[src/include/csr_params.svh]
`ifndef CSR_PARAMS_SVH
`define CSR_PARAMS_SVH

// Control-space device codes (address bits 31..28)
`define CS_ROM        4'h0
`define CS_FAC        4'h4
`define CS_DMA        4'h5
`define CS_FLT        4'h6
`define CS_LED        4'h7

// Facility enable bit positions
`define FAC_DIAG      0
`define FAC_ACCEL     1
`define FAC_COPY      2
`define FAC_VIDEO     3
`define FAC_CACHE     4
`define FAC_SYSDMA    5
`define FAC_COPROC    6
`define FAC_BOOT_N    7

// Fault cause bit positions
`define FLT_ACCEL_DIS 2
`define FLT_ACCEL_ERR 3
`define FLT_SYSBUS    4
`define FLT_TIMEOUT   5
`define FLT_PROT      6
`define FLT_INVALID   7

// Reset values
`define FAC_RST       8'h00
`define DMA_RST       8'h00
`define FLT_RST       8'h00
`define LED_RST       8'h00

// Identity memory layout
`define ROM_BYTES     32
`define ROM_CKSUM     15
`define ROM_SUM_BYTES 16

// Virtual address window that times out when accelerator is supported
`define VA_TO_LO      4'h1
`define VA_TO_HI      4'hD

`endif

[src/include/csr_pkg.sv]
package csr_pkg;

  // Control-space byte request from the processor
  typedef struct packed {
    logic       req;
    logic       we;
    logic [3:0] code;
    logic [4:0] addr;
    logic [7:0] wdata;
  } cs_req_s;

  // Control-space answer
  typedef struct packed {
    logic       ack;
    logic       berr;
    logic [7:0] rdata;
  } cs_rsp_s;

  // Device-space cycle seen after translation
  typedef struct packed {
    logic       valid;
    logic       dma;
    logic       user;
    logic       write;
    logic       sup_fetch;
    logic [3:0] va_top;
    logic       accel_sel;
    logic       accel_present;
    logic       accel_err;
    logic       sysbus;
    logic       sysbus_berr;
    logic       sysbus_timeout;
    logic       absent_target;
    logic       pte_valid;
    logic       pte_write;
    logic       pte_super;
  } dev_cyc_s;

  // Device-space answer
  typedef struct packed {
    logic ack;
    logic berr;
    logic to_eprom;
    logic to_accel;
  } dev_rsp_s;

  // Facility enables, bit 7 down to bit 0
  typedef struct packed {
    logic boot_n;
    logic coproc;
    logic sysdma;
    logic ext_cache;
    logic video;
    logic copy;
    logic accel;
    logic diag;
  } sys_en_s;

  // Control-space decode target
  typedef enum {T_ROM, T_FAC, T_DMA, T_FLT, T_LED, T_EXT, T_NONE} cs_tgt_e;

endpackage

[src/hdl/control_space_regs.sv]
// Summary of operation
// - Identity bytes: format, type, six station, four date, three serial, checksum, reserved.
// - Checksum makes XOR of first sixteen identity bytes zero.
// - Date is a 32-bit seconds count from 1970.
// - Facility enables at code 4, byte R/W, cleared by power-on and watchdog.
// - Cleared facility register is all zero: boot active, facilities off.
// - Facility bits: diag, accel, copy, video, cache, bus DMA, coproc, boot bar.
// - Bit 0 reads the diagnostic switch, 1 means diagnostic position.
// - Accel access while disabled faults; enabled but absent accel times out.
// - Boot state steers supervisor fetches to the boot EPROM.
// - DMA permit register at code 4'h5, bit n permits context n.
// - Reset clears all DMA permits.
// - Synchronous processor cycle errors end in bus error and record cause.
// - Only those cycles and coprocessor timeouts update the cause latch.
// - Cause latch holds the most recent error, overwriting older ones.
// - Cause latch at code 6, read-only, bits 2..7 hold causes.
// - Accel error and system bus error responses set their bits.
// - Write to read-only page or user access to supervisor page faults.
// - Device cycle through invalid page entry sets invalid bit.
// - Unimplemented control-space code times out with bus error.
// - With accel support, virtual top nibble 1..D times out.
// - Absent memory, absent I/O, silent bus slave all time out.
// - LED latch write-only, zero lights, power-on clears it.
`timescale 1ns/1ps
`default_nettype none
`include "csr_params.svh"

module control_space_regs #(
  parameter logic [7:0]  ROM_FORMAT    = 8'h01,
  parameter logic [7:0]  MACHINE_TYPE  = 8'h5A,       // Arbitrary value
  parameter logic [47:0] STATION_ADDR  = 48'h0200_0000_0001,
  parameter logic [31:0] BUILD_SECONDS = 32'h0000_0000,
  parameter logic [23:0] SERIAL_NUM    = 24'h00_0001,  // Arbitrary value
  parameter logic        ACCEL_SUPPORT = 1'b1,
  parameter logic [15:0] EXT_CODES     = 16'h8F0E       // Codes decoded elsewhere
) (
  // Clock and resets
  input  wire logic              ref_clk,
  input  wire logic              rstn,
  input  wire logic              wdog_rst,
  input  wire logic              cpu_rst,
  // Control-space access
  input  wire csr_pkg::cs_req_s  cs_in,
  output csr_pkg::cs_rsp_s       cs_out,
  // Device-space cycle and coprocessor timeout
  input  wire csr_pkg::dev_cyc_s dev_in,
  output csr_pkg::dev_rsp_s      dev_out,
  input  wire logic              cp_timeout,
  // System pins
  input  wire logic              diag_switch,
  output csr_pkg::sys_en_s       sys_en,
  output logic [7:0]             context_user_dma_permit,
  output logic [7:0]             led_latch
);
  import csr_pkg::*;

  logic [1:0] rst_sync_q;
  logic       rst_n;
  sys_en_s    fac_q;
  logic [7:0] dma_q;
  logic [7:0] flt_q;
  logic [7:0] led_q;
  cs_rsp_s    cs_q;
  dev_rsp_s   dev_q;
  cs_tgt_e    tgt;
  logic       cs_err;
  logic [7:0] dev_flt;
  logic       dev_upd;

  // Reset release through two flops
  always_ff @(posedge ref_clk or negedge rstn)
  begin
    if (!rstn)
      rst_sync_q <= 2'b00;
    else
      rst_sync_q <= {rst_sync_q[0], 1'b1};
  end
  assign rst_n = rst_sync_q[1];

  // Identity memory contents
  // byte layout
  function automatic logic [7:0] rom_raw(input logic [4:0] a);
    logic [7:0] b;
    b = 8'h00;
    if (a == 5'h00)
      b = ROM_FORMAT;
    else if (a == 5'h01)
      b = MACHINE_TYPE;
    else if (a < 5'h08)
      b = STATION_ADDR[8*(7-a) +: 8];
    else if (a < 5'h0C)
      b = BUILD_SECONDS[8*(11-a) +: 8];
    else if (a < 5'h0F)
      b = SERIAL_NUM[8*(14-a) +: 8];
    return b;
  endfunction

  // checksum folds the first fifteen bytes
  function automatic logic [7:0] rom_byte(input logic [4:0] a);
    logic [7:0] s;
    s = 8'h00;
    if (a == 5'(`ROM_CKSUM))
    begin
      for (int i = 0; i < `ROM_CKSUM; i++)
        s = s ^ rom_raw(5'(i));
    end
    else
      s = rom_raw(a);
    return s;
  endfunction

  // Control-space target decode
  function automatic cs_tgt_e decode(input logic [3:0] c);
    cs_tgt_e t;
    t = T_NONE;
    if (c == `CS_ROM)
      t = T_ROM;
    else if (c == `CS_FAC)
      t = T_FAC;
    else if (c == `CS_DMA)
      t = T_DMA;
    else if (c == `CS_FLT)
      t = T_FLT;
    else if (c == `CS_LED)
      t = T_LED;
    else if (EXT_CODES[c])
      t = T_EXT;
    return t;
  endfunction

  assign tgt = decode(cs_in.code);
  assign cs_err = cs_in.req && (tgt == T_NONE);

  // Device-space fault cause, one-hot or zero
  function automatic logic [7:0] fault_of(input dev_cyc_s d, input logic acc_en,
                                          input logic boot);
    logic [7:0] f;
    f = 8'h00;
    if (d.accel_sel)
    begin
      if (!acc_en)
        f[`FLT_ACCEL_DIS] = 1'b1;
      else if (!d.accel_present)
        f[`FLT_TIMEOUT] = 1'b1;
      else if (d.accel_err)
        f[`FLT_ACCEL_ERR] = 1'b1;
    end
    else if (ACCEL_SUPPORT && d.va_top >= `VA_TO_LO && d.va_top <= `VA_TO_HI)
      f[`FLT_TIMEOUT] = 1'b1;
    else if (boot && d.sup_fetch)
      f = 8'h00;
    else if (!d.pte_valid)
      f[`FLT_INVALID] = 1'b1;
    else if ((d.write && !d.pte_write) || (d.user && d.pte_super))
      f[`FLT_PROT] = 1'b1;
    else if (d.absent_target || (d.sysbus && d.sysbus_timeout))
      f[`FLT_TIMEOUT] = 1'b1;
    else if (d.sysbus && d.sysbus_berr)
      f[`FLT_SYSBUS] = 1'b1;
    return f;
  endfunction

  assign dev_flt = fault_of(dev_in, fac_q.accel, !fac_q.boot_n);
  assign dev_upd = dev_in.valid && !dev_in.dma && (dev_flt != 8'h00);

  // Facility enables, kept across processor reset
  // byte-wide read/write
  always_ff @(posedge ref_clk or negedge rst_n)
  begin
    if (!rst_n)
      fac_q <= `FAC_RST;
    else if (wdog_rst)
      fac_q <= `FAC_RST;
    else if (cs_in.req && cs_in.we && tgt == T_FAC)
      fac_q <= {cs_in.wdata[7:1], 1'b0};
  end

  // Context DMA permits
  // every reset clears them
  always_ff @(posedge ref_clk or negedge rst_n)
  begin
    if (!rst_n)
      dma_q <= `DMA_RST;
    else if (wdog_rst || cpu_rst)
      dma_q <= `DMA_RST;
    else if (cs_in.req && cs_in.we && tgt == T_DMA)
      dma_q <= cs_in.wdata;
  end

  // Fault cause latch
  // newest error overwrites
  always_ff @(posedge ref_clk or negedge rst_n)
  begin
    if (!rst_n)
      flt_q <= `FLT_RST;
    else if (cs_err)
      flt_q <= 8'(1 << `FLT_TIMEOUT);
    else if (dev_upd)
      flt_q <= dev_flt;
    else if (cp_timeout)
      flt_q <= 8'(1 << `FLT_TIMEOUT);
  end

  // LED latch, only power-on clears it
  // write-only display latch
  always_ff @(posedge ref_clk or negedge rst_n)
  begin
    if (!rst_n)
      led_q <= `LED_RST;
    else if (cs_in.req && cs_in.we && tgt == T_LED)
      led_q <= cs_in.wdata;
  end

  // Control-space answer, one cycle after request
  always_ff @(posedge ref_clk or negedge rst_n)
  begin
    if (!rst_n)
      cs_q <= '0;
    else
    begin
      cs_q.ack   <= cs_in.req && (tgt != T_EXT);
      cs_q.berr  <= cs_err;
      cs_q.rdata <= 8'h00;
      // writes to read-only targets are dropped
      if (cs_in.req && !cs_in.we)
      begin
        case (tgt)
          T_ROM:   cs_q.rdata <= rom_byte(cs_in.addr);
          T_FAC:   cs_q.rdata <= {fac_q[7:1], diag_switch};
          T_DMA:   cs_q.rdata <= dma_q;
          T_FLT:   cs_q.rdata <= {flt_q[7:2], 2'b00};
          default: cs_q.rdata <= 8'h00;
        endcase
      end
    end
  end

  // Device-space answer, one cycle after cycle
  always_ff @(posedge ref_clk or negedge rst_n)
  begin
    if (!rst_n)
      dev_q <= '0;
    else
    begin
      dev_q.ack      <= dev_in.valid;
      dev_q.berr     <= dev_in.valid && (dev_flt != 8'h00);
      dev_q.to_eprom <= dev_in.valid && !fac_q.boot_n && dev_in.sup_fetch
                        && !dev_in.accel_sel;
      dev_q.to_accel <= dev_in.valid && dev_in.accel_sel && fac_q.accel;
    end
  end

  // Outputs
  assign cs_out                  = cs_q;
  assign dev_out                 = dev_q;
  assign sys_en                  = {fac_q[7:1], diag_switch};
  assign context_user_dma_permit = dma_q;
  assign led_latch               = led_q;
endmodule
`default_nettype wire

[config.mk]
export PLATFORM = sky130hd
export DESIGN_NAME = control_space_regs
export DESIGN_NICKNAME = d
export VERILOG_FILES = /design/src/include/csr_pkg.sv /design/src/hdl/control_space_regs.sv
export VERILOG_INCLUDE_DIRS = /design/src /design/src/include
export SDC_FILE = /design/constraint.sdc
export NUM_CORES = 1
export LEC_CHECK = 0
export BUFFER_PORTS_ARGS = -buffer_cell sky130_fd_sc_hd__buf_4
export CORE_ASPECT_RATIO = 0.8
export CORE_MARGIN = 2
export CORE_UTILIZATION = 53
export CTS_CLUSTER_DIAMETER = 200
export DETAILED_ROUTE_END_ITERATION = 7
export PLACE_DENSITY_LB_ADDON = 0.2
export REMOVE_ABC_BUFFERS = 1
export SLEW_MARGIN = 20
export SYNTH_ARGS = -nofsm -noshare
export SYNTH_HDL_FRONTEND = slang
export SYNTH_SLANG_ARGS = --single-unit
[constraint.sdc]
create_clock -name ref_clk -period 4.1 [get_ports ref_clk]
set_input_delay 0.41 -clock ref_clk [delete_from_list [all_inputs] [get_ports ref_clk]]
set_output_delay 0.41 -clock ref_clk [all_outputs]
set_load 0.01 [all_outputs]
==> qor.txt <==
Final ANT Viol Nets - 0
CP Cell Sequence - nand2b_1 -> inv_1 -> o31a_2 -> o21ai_0 -> o21ai_0
hold_buf cts - 1
Post-CTS Repair Setup Buffers - 0
post-synthesis xor/xnor area fraction - 0%
r2r setup slk - 2180 ps
RSZ-0062 raised after global routing - no
Synth Area in Simple Gates - 16.0%
Ports - 82
first-pass GRT wire length - 8.63 mm
Setup Skew - 3.77 ps
crit-path most repeated cell - o21ai_0
largest family of logic cells by synthesized area - simple AND/OR/NAND/NOR gates
max cap viols - 0
Starting Density - 54.4%
leading cell types in the layout, fill and taps excluded - 81 x buf_4, 44 x dfrtp_1, 21 x nor2_1
finished layout cell area - 3000 sq um
post-detail-place hpwl - 3.98 mm
CP peak stage delay - 620 ps
1st-iter DRT viols - 154
Max Root-Sink Buffers - 2
Port-buffer cells - 81
Hold Crit Class - in2reg
Tcrit/Tclk final - 46.9%
worst reg2reg startpoint - sys_en[7]
per-cell routed wire length - 14.7 um
hold_sp - dev_in[18]
Yosys cell types - 50
total gr overflow - 0
post_cts resized - 0
layout cell share with drive strength beyond 1 - 37.5%
die width - 76.7 um
synthesized cell area - 2240 sq um
CTS H-Tree Depth - 2
Area growth, synth to finish - 33.9%
register area share after synthesis - 50.2%
Critical Path End Type - flop
Die H - 62.2 um
Crit Path Max Fanout - 6
Min Clock Period, post-route - 1920 ps
status - complete, no violations
All-Layer GR Usage - 22.7%
reg-to-reg endpoint - flt_q[7]
WHS Path Cells - 1
peak supply drop - 246 uV
Setup CP Type - reg2reg
CP Launch Type - flop
setup violators final - 0
Top Family by Delay on Critical Path - compound AO/OA/AOI/OAI gates
DRC - 0
RD Place Congestion - 0.893
CTS Sinks - 45
initial antenna violation count - 0
vias in the first global route - 1786
diodes inserted - 0
Hold WS - 249 ps
final net count - 342
Synth Area in Compound Gates - 15.1%
Syn Inst Count - 211
Core Box Area - 4130 sq um
Critical Path AT - 2070 ps
post-DR vias/cell - 5.55
TritonCTS Buffers - 5
flops & latches, synth - 45
Worst Max-Slew Pin Slew - 882 ps
Worst EP required - 4240 ps
worst slack, placed - 2030 ps
CTS root buffer - clkbuf_8
Final Hold Viols - 0
Avg Inst Size Synth - 10.6 sq um
YS warnings - 0
DRT Pass-1 Iters - 4
pwr/cell area - 322 nW/um^2
number of flops mapped to enable cells by yosys - 0
Max Slew Vio Count - 0
via count - 1944
FFs w/ async S/R, synth - 100%
Reg2Reg Depth - 5
TritonCTS clock tree - yes
placed instance area - 2880 sq um
largest net degree at the start of global routing - 44
Placement Rows - 21
post-synthesis adder-cell area fraction - 3.79%
Fin Setup TNS - 0 ps
multiplexer area fraction after synthesis - 10.5%
highest clock rate - 520 MHz
final worst setup slack - 2180 ps
die area - 4770 sq um
slew margin rel. - 40.7%
Hold Path Sink - dev_out[3]
Synth Flop Type - dfrtp_1
Worst-Skew Late Latency - 290 ps
CP max stage cell - o21ai_0
CP bufs+invs - 1
most common cell after layout, fill and taps aside - buf_4
Lkg Pwr - 1.51 nW
Clock Pin Slew Worst Setup and Hold Paths - 80 ps
WL final - 5.16 mm
cell type report:
| cell class | count | area (sq um) |
|---|---|---|
| Tap cell | 57 | 71.3 |
| Clock buffer | 7 | 86.3 |
| Inverter | 13 | 48.8 |
| Multi-Input combinational cell | 145 | 1020 |
| Sequential cell | 45 | 1130 |
| Timing Repair Buffer | 82 | 618 |
| Fill cell | 311 | 1120 |
| Clock inverter | 1 | 30.0 |
per-stage QoR:
step                util [%]  instances  total power [mW]
floorplan                  -        203             0.548
global placement        69.7        341             0.634
detailed placement      69.7        341             0.638
CTS                     72.8        350             0.972
global route            72.8        350              1.02
finish                  72.8        350             0.966
flip-flops by register name, summed over array words and instances, names as in the netlist:
register	count
cs_out	10
context_user_dma_permit	8
led_latch	8
sys_en	7
flt_q	6
dev_out	4
rst_sync_q	2
where the power goes:
group / total, mW / leakage (nW) / internal, mW / switching [mW]
Sequential: 0.483 / 0.602 / 0.465 / 0.0182
Combinational: 0.146 / 0.846 / 0.0798 / 0.0660
Clock: 0.337 / 0.0585 / 0.199 / 0.139
Total: 0.966 / 1.51 / 0.743 / 0.223
Yosys cell counts, types with 2 or more instances:
library cell | count | area (sq um)
nor2_1 | 21 | 78.8
inv_1 | 13 | 48.8
mux2i_1 | 9 | 90.1
nand3_1 | 3 | 15.0
a21oi_1 | 8 | 40.0
a31oi_1 | 6 | 37.5
buf_2 | 3 | 15.0
clkbuf_1 | 2 | 7.51
nor3_1 | 7 | 35.0
o21ai_0 | 6 | 30.0
a22o_1 | 8 | 70.1
or3_1 | 2 | 12.5
a22oi_1 | 6 | 45.0
mux2_2 | 13 | 146
nor2b_1 | 2 | 12.5
ha_1 | 6 | 75.1
and3_1 | 2 | 12.5
nand2b_1 | 3 | 18.8
nand2_1 | 15 | 56.3
dfrtp_1 | 45 | 1130
nor4_1 | 2 | 12.5
worst max path at each step:
stage,start,end,slack (ps),depth (start not counted)
floorplan,dev_in[13],flt_q[5],2260,5
global placement,dev_in[13],dev_out[2],2060,6
detailed placement,dev_in[13],dev_out[2],2030,6
CTS,sys_en[7],flt_q[4],2190,5
global route,sys_en[7],flt_q[2],1990,5
finish,sys_en[7],flt_q[7],2180,5
kinds of logic (layout without fill, tap and decap cells):
group	Yosys count	count (layout)
AO/OA/AOI/OAI	46	46
other	1	1
buffers and inverters	21	103
AND/OR/NAND/NOR	69	69
adder cells (fa/ha/maj)	7	7
multiplexers	22	22
flip-flops	45	45
layer usage:
layer  share of wire, %  global-route usage [%]  vias to the layer above
met1                 48                    34.8                      933
li1                   -                       -                      930
met2                 45                    33.0                       76
met3                6.2                    4.80                        5
met4               0.78                    5.68                        0
met5                  0                       0                        -
No activity file was read; power rests on OpenSTA's default activity.
